==> config.mk <==
export PLATFORM = sky130hd
export DESIGN_NAME = tmseq_top
export DESIGN_NICKNAME = d
export VERILOG_FILES = /design/src/tmseq_pkg.sv /design/src/tmseq_top.sv
export SDC_FILE = /design/constraint.sdc
export NUM_CORES = 1
export LEC_CHECK = 0
export BUFFER_PORTS_ARGS = -buffer_cell sky130_fd_sc_hd__buf_2
export CORE_MARGIN = 10
export CORE_UTILIZATION = 55
export CTS_CLUSTER_DIAMETER = 100
export CTS_CLUSTER_SIZE = 30
export DETAILED_ROUTE_END_ITERATION = 12
export PLACE_DENSITY = 0.88
export SYNTH_ARGS = -nofsm -noshare
export SYNTH_HDL_FRONTEND = slang
export SYNTH_SLANG_ARGS = --single-unit
==> constraint.sdc <==
create_clock -name clk_i -period 4.4 [get_ports clk_i]
set_input_delay 0.66 -clock clk_i [delete_from_list [all_inputs] [get_ports clk_i]]
set_output_delay 0.66 -clock clk_i [all_outputs]
set_load 0.005 [all_outputs]
==> src/tmseq_pkg.sv <==
// Shared constants and types of the temperature monitor sequencer
package tmseq_pkg;
    // ==========================================================
    // Timing
    // ==========================================================
    localparam int CLK_KHZ = 40000;                        // 40 MHz core clock
    localparam int T_LOCAL_MS = 15;                        // Local sensor slot
    localparam int T_REMOTE_MS = 44;                       // Remote slot, no cancel
    localparam int T_REMOTE_RC_MS = 93;                    // Remote slot, cancel on
    localparam int LOCAL_CYC_DEF = T_LOCAL_MS * CLK_KHZ;
    localparam int REMOTE_CYC_DEF = T_REMOTE_MS * CLK_KHZ;
    localparam int REMOTE_RC_CYC_DEF = T_REMOTE_RC_MS * CLK_KHZ;
    localparam logic [8:0] DELAY_STEP = 9'h020;            // Cycles per delay step
    // ==========================================================
    // Register map (byte addresses)
    // ==========================================================
    localparam logic [7:0] ADR_CFG = 8'h00;
    localparam logic [7:0] ADR_IDEAL = 8'h04;
    localparam logic [7:0] ADR_STAT = 8'h08;
    localparam logic [7:0] ADR_DATA_LOCAL = 8'h0C;
    localparam logic [7:0] ADR_DATA_REM1 = 8'h10;
    localparam logic [7:0] ADR_DATA_REM2 = 8'h14;
    // ==========================================================
    // Fields and reset values
    // ==========================================================
    localparam int CFG_LOCAL_EN = 0;                       // local_sensor_enable
    localparam int CFG_REM1_EN = 1;                        // remote_one_enable
    localparam int CFG_REM2_EN = 2;                        // remote_two_enable
    localparam int CFG_RC = 3;                             // resistance_cancel_enable
    localparam int CFG_DLY_EN = 4;
    localparam int CFG_DLY_LSB = 5;
    localparam logic [7:0] CFG_RST = 8'h07;
    localparam logic [7:0] IDEAL_RST = 8'h00;
    localparam logic [8:0] DEN_BASE = 9'h12C;              // 300
    // ==========================================================
    // Enumerations
    // ==========================================================
    typedef enum logic [1:0] {
        SNS_LOCAL = 2'b00,
        SNS_REM1 = 2'b01,
        SNS_REM2 = 2'b10,
        SNS_END = 2'b11
    } tmseq_sensor_e;
    typedef enum logic {
        ST_PICK = 1'b0,
        ST_SLOT = 1'b1
    } tmseq_state_e;
endpackage

==> src/tmseq_top.sv <==
// Temperature monitor sequencer with classic Wishbone register slave
//
// Overview of operation
// - After reset the ideality correction is zero, meaning ideality 1.008.
// - Correction is one signed twos-complement byte, -128 to +127.
// - Effective ideality is 1.008*300/(300-correction), sent as denominator.
// - Series-resistance cancellation only on remote conversions while its bit is set.
// - Every result is a 12-bit value for every sensor.
// - Finished result goes to its data register; deferred while that register is read.
// - Local sensor alone gives a 15 ms monitoring cycle.
// - One remote sensor alone: 44 ms, or 93 ms with cancellation.
// - One remote plus local: 59 ms, or 108 ms with cancellation.
// - Both remotes: 88 ms, or 186 ms with cancellation.
// - All three sensors: 103 ms, or 201 ms with cancellation.
// - Programmable delay of 32 to 256 cycle times between active cycles.
// - Each sensor has an enable; disabled sensors are skipped.
// - A finished cycle starts the next one automatically.
// - Results are twos complement with 0.125 degree steps.
`timescale 1ns/1ps
module tmseq_top import tmseq_pkg::*; #(
    parameter int LOCAL_CYC = LOCAL_CYC_DEF,
    parameter int REMOTE_CYC = REMOTE_CYC_DEF,
    parameter int REMOTE_RC_CYC = REMOTE_RC_CYC_DEF,
    parameter int CNT_W = 24
) (
    input logic clk_i,                     // Core clock
    input logic rst_i,                     // Sync reset, high
    input logic wb_cyc_i,                  // Bus cycle
    input logic wb_stb_i,                  // Strobe
    input logic wb_we_i,                   // Write enable
    input logic [7:0] wb_adr_i,            // Byte address
    input logic [3:0] wb_sel_i,            // Byte lanes
    input logic [31:0] wb_dat_i,           // Write data
    output logic [31:0] wb_dat_o,          // Read data
    output logic wb_ack_o,                 // Acknowledge
    output logic conv_req_o,               // Conversion request level
    output logic [1:0] conv_sel_o,         // Sensor being converted
    output logic conv_rc_o,                // Cancellation for this one
    output logic [8:0] conv_den_o,         // 300 minus correction
    input logic conv_done_i,               // Front end done level
    input logic [11:0] conv_data_i         // Filtered result
);
    // ==========================================================
    // Parameter checks
    // ==========================================================
    // Counter must hold the longest slot
    if (CNT_W > 31 || LOCAL_CYC < 2 || REMOTE_CYC < 2 || REMOTE_RC_CYC < 2 ||
        LOCAL_CYC >= 2**CNT_W || REMOTE_CYC >= 2**CNT_W ||
        REMOTE_RC_CYC >= 2**CNT_W) begin : g_bad_param
        $error("tmseq_top: slot lengths do not fit the counter");
    end

    // ==========================================================
    // Registers and state
    // ==========================================================
    logic [7:0] cfg_q;
    logic [7:0] ideal_q;
    logic ack_q;
    logic [31:0] rdat_q;
    logic [12:0] s1_q, s2_q, s3_q, filt_q;
    tmseq_state_e state_q;
    logic [1:0] try_q;
    logic [1:0] sel_q;
    logic [CNT_W-1:0] cnt_q;
    logic req_q;
    logic rc_q;
    logic [8:0] den_q;
    logic [8:0] idle_left_q;
    logic [7:0] cycles_q;
    logic [11:0] res_q [3];
    logic [11:0] pval_q [3];
    logic [2:0] pend_q;

    // ==========================================================
    // Bus decode
    // ==========================================================
    // A request is live until its ack; one wait state per access
    wire bus_act = wb_cyc_i & wb_stb_i;
    wire bus_req = bus_act & ~ack_q;
    wire wr_ok = bus_req & wb_we_i & wb_sel_i[0];
    wire wr_cfg = wr_ok & (wb_adr_i == ADR_CFG);
    wire wr_ideal = wr_ok & (wb_adr_i == ADR_IDEAL);
    wire rd_act = bus_act & ~wb_we_i;
    // Hold covers the whole read, ack cycle included
    wire [2:0] rd_hit = {rd_act & (wb_adr_i == ADR_DATA_REM2),
                         rd_act & (wb_adr_i == ADR_DATA_REM1),
                         rd_act & (wb_adr_i == ADR_DATA_LOCAL)};
    wire [31:0] stat_w = {16'h0000, cycles_q, 3'b000, idle_left_q != 9'h000, req_q,
                          state_q == ST_SLOT, sel_q};
    // Unmapped addresses read as zero and are still acknowledged
    wire [31:0] rd_mux =
        (wb_adr_i == ADR_CFG) ? {24'h00_0000, cfg_q} :
        (wb_adr_i == ADR_IDEAL) ? {24'h00_0000, ideal_q} :
        (wb_adr_i == ADR_STAT) ? stat_w :
        (wb_adr_i == ADR_DATA_LOCAL) ? {20'h0_0000, res_q[0]} :
        (wb_adr_i == ADR_DATA_REM1) ? {20'h0_0000, res_q[1]} :
        (wb_adr_i == ADR_DATA_REM2) ? {20'h0_0000, res_q[2]} : 32'h0000_0000;

    // Bus answer and writable registers
    always_ff @(posedge clk_i) begin
        if (rst_i) begin
            ack_q <= 1'b0;
            rdat_q <= 32'h0000_0000;
            cfg_q <= CFG_RST;
            ideal_q <= IDEAL_RST;
        end else begin
            ack_q <= bus_req;
            rdat_q <= bus_req ? rd_mux : 32'h0000_0000;
            if (wr_cfg) cfg_q <= wb_dat_i[7:0];
            if (wr_ideal) ideal_q <= wb_dat_i[7:0];
        end
    end

    // ==========================================================
    // Front end input synchroniser
    // ==========================================================
    // Data settles before done rises, so per-bit filtering is safe
    wire [12:0] filt_d = (s2_q & s3_q) | (filt_q & (s2_q ^ s3_q));
    always_ff @(posedge clk_i) begin
        if (rst_i) begin
            s1_q <= 13'h0000;
            s2_q <= 13'h0000;
            s3_q <= 13'h0000;
            filt_q <= 13'h0000;
        end else begin
            s1_q <= {conv_done_i, conv_data_i};
            s2_q <= s1_q;
            s3_q <= s2_q;
            filt_q <= filt_d;
        end
    end
    wire done_w = filt_q[12];
    wire [11:0] data_w = filt_q[11:0];

    // ==========================================================
    // Sequencer decode
    // ==========================================================
    wire [3:0] en_v = {1'b0, cfg_q[CFG_REM2_EN], cfg_q[CFG_REM1_EN], cfg_q[CFG_LOCAL_EN]};
    wire try_en = en_v[try_q];
    wire at_end = (try_q == SNS_END);
    wire any_en = |cfg_q[CFG_REM2_EN:CFG_LOCAL_EN];
    wire remote = (try_q != SNS_LOCAL);
    wire idle_ph = (idle_left_q != 9'h000);
    wire slot_load = (state_q == ST_PICK) & ~at_end & try_en;
    wire cyc_end = (state_q == ST_PICK) & at_end;
    // Slot also waits for the handshake to close, so a slow front end stretches it
    wire slot_done = (state_q == ST_SLOT) & (cnt_q == '0) & ~req_q & ~done_w;
    wire new_ev = (state_q == ST_SLOT) & req_q & done_w;
    // Slot lengths add up to the cycle times of every configuration
    wire [CNT_W-1:0] slot_len = !remote ? CNT_W'(LOCAL_CYC - 1) :
        cfg_q[CFG_RC] ? CNT_W'(REMOTE_RC_CYC - 1) : CNT_W'(REMOTE_CYC - 1);
    wire [8:0] den_d = DEN_BASE - {ideal_q[7], ideal_q};
    wire [8:0] dly_len = 9'({6'h00, cfg_q[CFG_DLY_LSB +: 3]} + 9'h001) * DELAY_STEP;

    // Slot state machine, fixed order by index
    always_ff @(posedge clk_i) begin
        if (rst_i) begin
            state_q <= ST_PICK;
            try_q <= SNS_LOCAL;
            sel_q <= SNS_LOCAL;
            cnt_q <= '0;
            req_q <= 1'b0;
            rc_q <= 1'b0;
            den_q <= DEN_BASE;
        end else begin
            unique case (state_q)
                ST_PICK: begin
                    if (at_end) begin
                        try_q <= SNS_LOCAL;
                    end else if (try_en) begin
                        state_q <= ST_SLOT;
                        sel_q <= try_q;
                        cnt_q <= slot_len;
                        req_q <= ~idle_ph;
                        rc_q <= cfg_q[CFG_RC] & remote;
                        den_q <= den_d;
                    end else begin
                        try_q <= try_q + 2'b01;
                    end
                end
                ST_SLOT: begin
                    if (cnt_q != '0) cnt_q <= cnt_q - 1'b1;
                    if (new_ev) req_q <= 1'b0;
                    if (slot_done) begin
                        state_q <= ST_PICK;
                        try_q <= sel_q + 2'b01;
                    end
                end
            endcase
        end
    end

    // Delay between active cycles, counted in whole cycle times
    always_ff @(posedge clk_i) begin
        if (rst_i) begin
            idle_left_q <= 9'h000;
            cycles_q <= 8'h00;
        end else if (cyc_end & any_en) begin
            if (!idle_ph) cycles_q <= cycles_q + 8'h01;
            if (idle_ph) idle_left_q <= idle_left_q - 9'h001;
            else if (cfg_q[CFG_DLY_EN]) idle_left_q <= dly_len;
        end
    end

    // ==========================================================
    // Result registers
    // ==========================================================
    // A read in progress freezes the register; newest result waits aside
    for (genvar i = 0; i < 3; i++) begin : g_res
        wire new_i = new_ev & (sel_q == 2'(i));
        always_ff @(posedge clk_i) begin
            if (rst_i) begin
                res_q[i] <= 12'h000;
                pval_q[i] <= 12'h000;
                pend_q[i] <= 1'b0;
            end else if (rd_hit[i]) begin
                if (new_i) begin
                    pval_q[i] <= data_w;
                    pend_q[i] <= 1'b1;
                end
            end else begin
                if (new_i) res_q[i] <= data_w;
                else if (pend_q[i]) res_q[i] <= pval_q[i];
                pend_q[i] <= 1'b0;
            end
        end
    end

    // ==========================================================
    // Outputs
    // ==========================================================
    assign wb_ack_o = ack_q;
    assign wb_dat_o = rdat_q;
    assign conv_req_o = req_q;
    assign conv_sel_o = sel_q;
    assign conv_rc_o = rc_q;
    assign conv_den_o = den_q;
endmodule

# Word level (Yosys, flattened, before mapping)
# Memory sizes are Yosys's and may differ from the RTL's.
# Index checks and enable logic that the tools add are counted.
# totals
word_cells	186
ramBits	72
input_bits	62
regBits	161
n_memories	2
out_inout_bits	46
# classes
reduce_logical	20
addsub	7
n_bitwise	45
eq_ne	14
muxes	75
order_cmp	1
# memory_table
name	words	width	read_ports	rd_ports_with_merged_regs	wr	line_no	source
pval_q	3	12	3	0	3	tmseq_top.sv:71	logic [11:0] pval_q [3];
res_q	3	12	3	0	3	tmseq_top.sv:70	logic [11:0] res_q [3];
# ops
operator	n
$mux 12	12
$mux 24	3
$pmux 24 s2	1
$mux 1	45
$mux 22	2
$and 13x13->13	2
$logic_not 24->1	1
$reduce_bool 24->1	1
$sub 24x1->24 const B	1
$and 1x1->1	21
$mux 9	2
$eq 8x4->1 const B	2
$eq 8x5->1 const B	2
$mux 16	1
$mux 8	2
$or 13x13->13	1
$xor 13x13->13	1
$not 1->1	11
$or 1x1->1	9
$reduce_and 3->1	3
$reduce_bool 9->1	1
$sub 9x1->9 const B	1
$sub 9x9->9 const A	1
$add 8x1->8 const B	1
21 further kinds	35

# Longest topological paths before layout
# Gate-level depths: netlist of the first run.
# depth
ltp_word	9
ltp_mapped	8
ltp_nobuf	7

# Worst setup path after synthesis of the first run
# OpenSTA, ideal clock, no wires.
# synth_path
path_kind	input to register
start	input wb_adr_i[0]
end	memory pval_q[0][0] (enable)
cell_stages	4
required_ns	4.017
arrival_ns	2.331
n_path_buf	0
path_slack_ns	1.686
path_cell_list	or4_4 -> nor4b_4 -> nand2_1 -> o21bai_1
# synth_rtl
element	line_no	source
start, declared	tmseq_top.sv:31	input logic [7:0] wb_adr_i,
end, declared	tmseq_top.sv:71	

# Worst setup path after layout of the first run
# layout_path
start	register state_q
end	register cnt_q[4]
# layout_between
elab_chain_cells	3
word_cells_on_any_way	6
classes_between	eq/ne (3); mux (1); bitwise (1); reduce/logical (1)
# layout_lines
element	line_no	source
start, declared	tmseq_top.sv:61	tmseq_state_e state_q;
start signal, assigned	tmseq_top.sv:158	state_q <= ST_PICK;
start signal, assigned	tmseq_top.sv:171	state_q <= ST_SLOT;
start signal, assigned	tmseq_top.sv:185	state_q <= ST_PICK;
$not 1->1 (no source line)	n/a	
$ne 2x2->1 (no source line)	n/a	
$reduce_and 3->1 (no source line)	n/a	
end signal, assigned	tmseq_top.sv:173	cnt_q <= slot_len;
end signal, assigned	tmseq_top.sv:182	if (cnt_q != '0) cnt_q <= cnt_q - 1'b1;
end, declared	tmseq_top.sv:64	logic [CNT_W-1:0] cnt_q;
# Several ways; a longest one is shown, not always the timed one.
# A chain may end at the register's enable or synchronous reset.

==> results of run 1 <==
## area by class of cell
type                            instances  area, µm²  share of cell area, %
Clock buffer                           16        294                   2.87
Multi-Input combinational cell        655       4110                   40.2
Timing Repair Buffer                   71        375                   3.67
Sequential cell                       217       5060                   49.5
Clock inverter                          1       30.0                  0.293
Tap cell                              225        282                   2.75
Inverter                               21       78.8                  0.770
## cells in the mapped netlist (6+ instances only)
cell / number
edfxtp_1: 72
clkbuf_1: 37
o21a_1: 6
o21ai_0: 24
nor2b_1: 45
or3_1: 14
o21ai_1: 15
nand3_1: 22
mux2i_1: 19
nor2_1: 77
buf_4: 16
a21oi_1: 73
buf_2: 12
nor3_1: 37
nor3_2: 6
ha_1: 24
and2_1: 42
and3_1: 14
nor4_1: 8
a211o_1: 8
nand2_1: 59
dfxtp_1: 145
nand2b_1: 11
a31oi_1: 10
nand4_1: 8
a22o_1: 31
inv_1: 21
a222oi_1: 6
## registers in the layout (all words and copies together), names as in the netlist, 3 cells and up
signal,count
pval_q,36
res_q,36
cnt_q,24
wb_dat_o,16
filt_q,13
s1_q,13
s2_q,13
s3_q,13
conv_den_o,9
idle_left_q,9
cfg_q,8
cycles_q,8
ideal_q,8
pend_q,3
## how the worst min path moves through the flow
stage | from | to | slack (ps) | cells after the start
2_1_floorplan | s1_q[0]$_SDFF_PP0_ | s2_q[0]$_SDFF_PP0_ | 410 | 1
3_3_place_gp | s1_q[2]$_SDFF_PP0_ | s2_q[2]$_SDFF_PP0_ | 420 | 1
3_5_place_dp | s1_q[1]$_SDFF_PP0_ | s2_q[1]$_SDFF_PP0_ | 420 | 1
4_1_cts | conv_data_i[3] | s1_q[3]$_SDFF_PP0_ | 400 | 2
5_1_grt | conv_data_i[1] | s1_q[1]$_SDFF_PP0_ | 400 | 2
6_report | conv_data_i[3] | s1_q[3]$_SDFF_PP0_ | 400 | 2
## cells by family after synthesis
kind of cell             after synthesis  share of synthesized area (%)
AND/OR/NAND/NOR                      369                           21.1
flip-flops                           217                           53.0
XOR/XNOR                               9                          0.825
adder cells (fa/ha/maj)               24                           3.14
other                                  1                         0.0393
AO/OA/AOI/OAI                        213                           14.7
buffers and inverters                 90                           4.48
multiplexers                          24                           2.58
## metrics by stage
stage | hold WS, ps | total power, mW | cells | cell area, µm²
CTS | 397 | 3.49 | 1206 | 10200
detailed placement | 424 | 2.41 | 1189 | 9910
global placement | 423 | 2.40 | 1189 | 9910
finish | 405 | 3.47 | 1206 | 10200
global route | 398 | 3.59 | 1206 | 10200
floorplan | 414 | 2.35 | 962 | 9610
## metal layers
layer	wire length (µm)	vias up	part of all wire [%]	track usage, %
li1	-	3434	-	-
met1	8730	3348	43	23.0
met2	9700	255	48	29.4
met3	1520	20	7.5	2.11
met4	230	0	1.1	3.29
met5	0	-	0	0
## worst reg2reg max path: cells and delay by family, from the launching register on
| kind | cells | cell delay, ps |
|---|---|---|
| flip-flops | 1 | 970 |
| AND/OR/NAND/NOR | 2 | 770 |
| buffers and inverters | 1 | 330 |
| AO/OA/AOI/OAI | 3 | 970 |
## power groups by stage
stage	registers [mW]	logic, mW	clock network, mW
2_1_floorplan	2.19	0.167	0
3_3_place_gp	2.20	0.204	0
3_5_place_dp	2.20	0.210	0
4_1_cts	2.16	0.211	1.12
5_1_grt	2.16	0.238	1.19
6_report	2.16	0.213	1.10
==> results.json, run 1 <==
{
  "outcome": "completed",
  "tightest_slew_ps": 1270,
  "drt-initial-drc-count": 519,
  "period_share_pct": 70.3,
  "slowest_stage": "dfxtp_1",
  "timing_hold_violations_final": 0,
  "nFillCells": 1446,
  "setup_viol": 0,
  "synth_edf_count": 72,
  "post-route-min-period_ps": 3090,
  "worst_slack_ps": 1310,
  "drive_above_1_share_pct": 11.1,
  "synth_top_flop_cell": "dfxtp_1",
  "max_freq_mhz": 323,
  "crit_path_start_kind": "flop",
  "yosys.cell_types.count": 75,
  "fin_util_pct": 59.6,
  "syn_inst": 947,
  "viasPerCell": 5.85,
  "cts_root_buf": "clkbuf_16",
  "switching_power_mw": 0.785,
  "wire_per_inst_um": 16.7,
  "dp.final_hpwl_mm": 14.0,
  "yosysTopAreaCellShare_pct": 30.4,
  "path_buf_inv": 1,
  "cts_tree": "yes",
  "wl_mm": 20.2,
  "drv_slew": 0,
  "coreArea_um2": 17200,
  "clkTransAtPathRegs_ps": 110,
  "route.detailed.drc": 0,
  "arrival_ps": 3490,
  "crit_top_cell": "o21ai_1",
  "clk_latency_ps": 450,
  "path_delay_family": "flip-flops",
  "cp.required_ps": 4790,
  "route.vias.total": 7057,
  "async_flop_share_pct": 0,
  "io_buffers": 64,
  "die_width_um": 152,
  "r2r_cells": 6,
  "n_antenna_cell": 0,
  "drv_cap": 0,
  "cp-startpoint": "state_q$_SDFF_PP0_",
  "rows": 48,
  "area_delta_synth_final_pct": 7.21,
  "pwr-share-clk_pct": 31.7,
  "numCtsBuffers": 11,
  "worstPathCellList": "nor4bb_1 -> nand4_1 -> o21ai_1 -> buf_4 -> o21ai_1 -> a31oi_1",
  "worstSetupPathType": "flop to flop",
  "dr.pass1.iters": 7,
  "grt_pass1_wl_mm": 33.2,
  "reg2reg_to": "cnt_q[4]$_SDFFE_PP0P_",
  "grt_use_total_pct": 17.2,
  "reg2reg_slack_ps": 1310,
  "rr_startpoint": "state_q$_SDFF_PP0_",
  "slew_headroom_pct": 14.7,
  "antenna_left": 0,
  "pwr-share-seq_pct": 62.2,
  "hold_class": "input port to flop",
  "gp_congestion": 0.934,
  "setup_tns_ps": 0,
  "start_util_pct": 55.6,
  "cts-hold-fix-buffers": 0,
  "p_leak_nw": 4.04,
  "max-clock-path-buffers": 3,
  "cpPeakStageDelay_ps": 970,
  "cts.sink_count": 217,
  "grt_pass1_vias": 6729,
  "syn_area_um2": 9550,
  "io_pins": 108,
  "postCtsSetupRepairBufs": 0,
  "ys_seq_area_share_pct": 53.0,
  "antenna_found_initial": 0,
  "cp-end-kind": "flop",
  "htree_levels": 1,
  "crit_end": "cnt_q[4]$_SDFFE_PP0P_",
  "synth_area_leaders": "dfxtp_1 (30%), edfxtp_1 (23%), a21oi_1 (3.8%), ha_1 (3.1%), nor2_1 (3.0%)",
  "path_max_fanout": 28,
  "path_depth": 6,
  "internal_power_mw": 2.68,
  "die_h_um": 152,
  "synth-seq-cells": 217,
  "layout_commonest_cell": "dfxtp_1",
  "cts_resized": 0,
  "grt_max_degree": 88,
  "yosys.area.top_type": "dfxtp_1",
  "nets": 1063,
  "most-common-layout-cells": "dfxtp_1 (145), nor2_1 (77), a21oi_1 (73)",
  "grt_overflow": 0,
  "place_ws_ps": 1370,
  "pwr-share-comb_pct": 6.1,
  "synth-warning-count": 0,
  "final.setup_skew_ps": 25.4,
  "irDropWorstVdd_mv": 0.306,
  "avgSynthCellArea_um2": 10.1,
  "die_area_um2": 23000,
  "p_per_area_nw_per_um2": 339,
  "rsz0062_at_grt": "no",
  "switching_share_pct": 22.6
}
Note: power is estimated with default switching activity, not from simulation.
==> run 2: changes to the inputs <==
clock period = 2.9 ns   (was 4.4 ns; I/O delays follow)
==> results.json, run 2 (synthesis results as in run 1) <==
{
  "switching_share_pct": 22.7,
  "drv_cap": 0,
  "die_h_um": 152,
  "gp_congestion": 0.939,
  "arrival_ps": 2810,
  "dr.pass1.iters": 7,
  "wl_mm": 21.0,
  "setup_viol": 0,
  "drv_slew": 0,
  "grt_pass1_vias": 6823,
  "grt_pass1_wl_mm": 33.9,
  "coreArea_um2": 17200,
  "whs_ps": 177,
  "worstSetupPathType": "flop to flop",
  "drive_above_1_share_pct": 12.0,
  "place_area_um2": 9990,
  "nets": 1073,
  "grt_use_total_pct": 17.9,
  "internal_power_mw": 4.08,
  "route.detailed.drc": 0,
  "start_util_pct": 55.6,
  "power_mw": 5.27,
  "tightest_slew_ps": 1220,
  "path_max_fanout": 12,
  "pwr-share-seq_pct": 62.0,
  "viasPerCell": 5.92,
  "rows": 48,
  "grt_max_degree": 58,
  "pwr-share-clk_pct": 31.6,
  "io_pins": 108,
  "cts-hold-fix-buffers": 0,
  "dp.final_hpwl_mm": 14.9,
  "die_area_um2": 23000,
  "area_delta_synth_final_pct": 7.99,
  "pwr-share-comb_pct": 6.4,
  "period_share_pct": 85.6,
  "max_freq_mhz": 403,
  "place_ws_ps": 256,
  "setup_tns_ps": 0,
  "htree_levels": 1,
  "final_cell_area_um2": 10300,
  "max-clock-path-buffers": 3,
  "hold_class": "input port to flop",
  "cp.required_ps": 3230,
  "cp-end-kind": "flop",
  "cts_tree": "yes",
  "numCtsBuffers": 11,
  "cts_root_buf": "clkbuf_16",
  "irDropWorstVdd_mv": 0.417,
  "outcome": "completed",
  "io_buffers": 64,
  "antenna_left": 0,
  "postCtsSetupRepairBufs": 0,
  "slew_headroom_pct": 17.9,
  "final.setup_skew_ps": 37.4,
  "p_per_area_nw_per_um2": 511,
  "clk_latency_ps": 470,
  "p_leak_nw": 4.09,
  "nFillCells": 1427,
  "layout_commonest_cell": "dfxtp_1",
  "rsz0062_at_grt": "no",
  "die_width_um": 152,
  "grt_overflow": 0,
  "timing_hold_violations_final": 0,
  "layout.area.seq_um2": 5060,
  "clkTransAtPathRegs_ps": 110,
  "most-common-layout-cells": "dfxtp_1 (145), nor2_1 (77), a21oi_1 (73)",
  "drt-initial-drc-count": 551,
  "top_regs": "pval_q (36), res_q (36), cnt_q (24)",
  "n_antenna_cell": 0,
  "switching_power_mw": 1.20,
  "antenna_found_initial": 0,
  "worst_slack_ps": 417,
  "crit_path_start_kind": "flop",
  "cts_resized": 0,
  "post-route-min-period_ps": 2480,
  "wire_per_inst_um": 17.3,
  "route.vias.total": 7195,
  "cts.sink_count": 217,
  "multi_input_area_um2": 4110
}
==> run 2: cell count changes in the layout (fill, tap and decap cells not counted), sizes merged <==
cell / change
buf: +10
==> run 2: final cells by class <==
class / instances / share of cell area (%)
flip-flops and latches: 217 / 49.1
multi-input cells: 655 / 39.9
repair buffers: 81 / 4.37
clock buffers: 16 / 2.85
well taps: 225 / 2.73
inverters: 21 / 0.764
clock inverters: 1 / 0.291
==> run 2: routing by layer <==
metal | up-vias | part of all wire, % | track usage (%) | routed length [µm]
met3 | 35 | 7.7 | 2.38 | 1610
met4 | 0 | 2.1 | 4.53 | 432
met1 | 3434 | 43 | 24.1 | 8970
met5 | - | 0 | 0 | 0
li1 | 3454 | - | - | -
met2 | 272 | 48 | 29.7 | 9990
==> run 2: critical path: stages (launching register included) <==
cell and delay [ps]:
dfxtp_1 470, inv_1 140, ha_1 260, nand2_1 180
nand2_1 80, nor3_1 930, a22o_1 290
==> run 2: path summary, 6_finish.rpt <==
kind                                                 start                    end  slack, ps  depth (start not counted)
worst max-delay path            conv_sel_o[0]$_SDFFE_PP0P_  res_q[0][3]$_DFFE_PP_        420                          6
worst min-delay path                        conv_data_i[0]     s1_q[0]$_SDFF_PP0_        180                          2
worst max register to register  conv_sel_o[0]$_SDFFE_PP0P_  res_q[0][3]$_DFFE_PP_        420                          6
worst min register to register          s1_q[1]$_SDFF_PP0_     s2_q[1]$_SDFF_PP0_        430                          1
==> run 2: per-stage QoR <==
stage	util [%]	instances
global placement	58.2	1199
floorplan	-	962
global route	60.0	1216
detailed placement	58.2	1199
CTS	60.0	1216
finish	60.0	1216
==> run 2: power by group through the flow <==
stage	Sequential (mW)	Clock [mW]	Combinational, mW
5_1_grt	3.28	1.82	0.376
2_1_floorplan	3.32	0	0.254
3_5_place_dp	3.33	0	0.331
6_report	3.27	1.67	0.338
4_1_cts	3.27	1.71	0.334
3_3_place_gp	3.33	0	0.321
==> run 3: changes to the inputs <==
CELL_PAD_IN_SITES_DETAIL_PLACEMENT = 1   (was not set)
CELL_PAD_IN_SITES_GLOBAL_PLACEMENT = 1   (was not set)
CORE_UTILIZATION = 46   (was 55)
PLACE_DENSITY = 0.92   (was 0.88)
==> results.json, run 3 (synthesis results as in run 1) <==
{
  "outcome": "completed",
  "die_h_um": 164,
  "antenna_left": 0,
  "tightest_slew_ps": 1320,
  "htree_levels": 1,
  "cts_root_buf": "clkbuf_16",
  "clk_latency_ps": 480,
  "rows": 52,
  "path_max_fanout": 14,
  "setup_tns_ps": 0,
  "drive_above_1_share_pct": 12.3,
  "top_regs": "pval_q (36), res_q (36), cnt_q (24)",
  "gr-usage-met1_pct": 21.8,
  "clkTransAtPathRegs_ps": 120,
  "post-route-min-period_ps": 2620,
  "cp.required_ps": 3280,
  "postCtsSetupRepairBufs": 0,
  "p_per_area_nw_per_um2": 515,
  "slew_headroom_pct": 11.9,
  "slowest_stage": "nor4bb_1",
  "wl_mm": 24.7,
  "cts-hold-fix-buffers": 0,
  "cpPeakStageDelay_ps": 560,
  "dp.final_hpwl_mm": 17.7,
  "dr.pass1.iters": 8,
  "max_freq_mhz": 382,
  "period_share_pct": 90.3,
  "irDropWorstVdd_mv": 0.467,
  "drt-initial-drc-count": 534,
  "hold_class": "input port to flop",
  "grtUsageMet2_pct": 31.8,
  "drv_slew": 0,
  "route.detailed.drc": 0,
  "worstSetupPathType": "flop to flop",
  "grt_use_total_pct": 17.8,
  "route.vias.total": 7232,
  "most-common-layout-cells": "dfxtp_1 (145), nor2_1 (77), a21oi_1 (73)",
  "timing_hold_violations_final": 0,
  "place_ws_ps": 229,
  "dp.cells": 1245,
  "grt_overflow": 0,
  "start_util_pct": 47.0,
  "rsz0062_at_grt": "no",
  "nets": 1074,
  "finalNonFillerCells": 1262,
  "cts.sink_count": 217,
  "coreArea_um2": 20300,
  "worst_slack_ps": 281,
  "cp-end-kind": "flop",
  "layout_commonest_cell": "dfxtp_1",
  "use_met3_pct": 2.53,
  "crit_path_start_kind": "flop",
  "multi_input_area_um2": 4110,
  "grt_pass1_vias": 7522,
  "grt-busiest-layer": "met2",
  "gp_congestion": 0.837,
  "viasPerCell": 5.73,
  "die_width_um": 164,
  "nFillCells": 2324,
  "numCtsBuffers": 11,
  "antenna_found_initial": 0,
  "wire_per_inst_um": 19.6,
  "layout.area.seq_um2": 5060,
  "final.setup_skew_ps": 35.6,
  "max-clock-path-buffers": 3,
  "crit_top_cell": "o21ai_1",
  "cts_resized": 0,
  "io_pins": 108,
  "grt_pass1_wl_mm": 39.6,
  "cts_tree": "yes",
  "grt_max_degree": 61,
  "arrival_ps": 2990,
  "die_area_um2": 26900,
  "worstPathCellList": "inv_1 -> ha_1 -> nor4bb_1 -> nand4_1 -> o21ai_1 -> buf_4 -> o21ai_1 -> a21oi_1",
  "area_delta_synth_final_pct": 8.79,
  "p_leak_nw": 4.10,
  "setup_viol": 0,
  "drv_cap": 0,
  "n_antenna_cell": 0,
  "io_buffers": 64
}
[run 3: cell types whose count changed in the layout (fill, tap and decap cells not counted), sizes merged]
cell	change
buf	+1
clkbuf	-1
inv	+1
[run 3: final timing paths]
check | depth (start not counted) | endpoint | slack, ps | from
worst min register to register | 1 | s2_q[2]$_SDFF_PP0_ | 440 | s1_q[2]$_SDFF_PP0_
worst max-delay path | 8 | cnt_q[10]$_SDFFE_PP0P_ | 280 | cnt_q[0]$_SDFFE_PP0P_
worst max register to register | 8 | cnt_q[10]$_SDFFE_PP0P_ | 280 | cnt_q[0]$_SDFFE_PP0P_
worst min-delay path | 2 | s1_q[5]$_SDFF_PP0_ | 180 | conv_data_i[5]
[run 3: cell type report]
cell class / count / area share, %
tap: 270 / 3.25
sequential: 217 / 48.8
timing repair buffer: 82 / 4.41
multi-input combinational: 655 / 39.6
clock inverter: 2 / 0.241
inverter: 21 / 0.759
clock buffer: 15 / 3.00
[run 3: per-layer routing]
metal | share of wire [%] | wire length, µm
met3 | 4.9 | 1210
met4 | 2.2 | 555
met2 | 51 | 12500
met1 | 42 | 10500
met5 | 0 | 0
[run 3: through the flow]
| stage | utilization, % | hold WS (ps) | instance area, µm² | power [mW] |
|---|---|---|---|---|
| 6_report | 51.2 | 181 | 10400 | 5.35 |
| 5_1_grt | 51.2 | 176 | 10400 | 5.55 |
| 4_1_cts | 51.2 | 171 | 10400 | 5.41 |
| 3_5_place_dp | 49.5 | 425 | 10100 | 3.68 |
| 3_3_place_gp | 49.5 | 421 | 10100 | 3.66 |
| 2_1_floorplan | - | 414 | 9610 | 3.57 |
[run 3: worst max-delay path: cells and delay by family, from the launching register on]
kind	cells	cell delay (ps)
simple gates	2	840
compound gates	3	750
fa+ha+maj	1	140
buf+inv	2	400
flops	1	370
[run 3: where the power goes]
group	switching, mW	leakage, nW	internal [mW]
Combinational	0.219	2.01	0.129
Sequential	0.0598	1.92	3.21
Clock	0.951	0.163	0.780
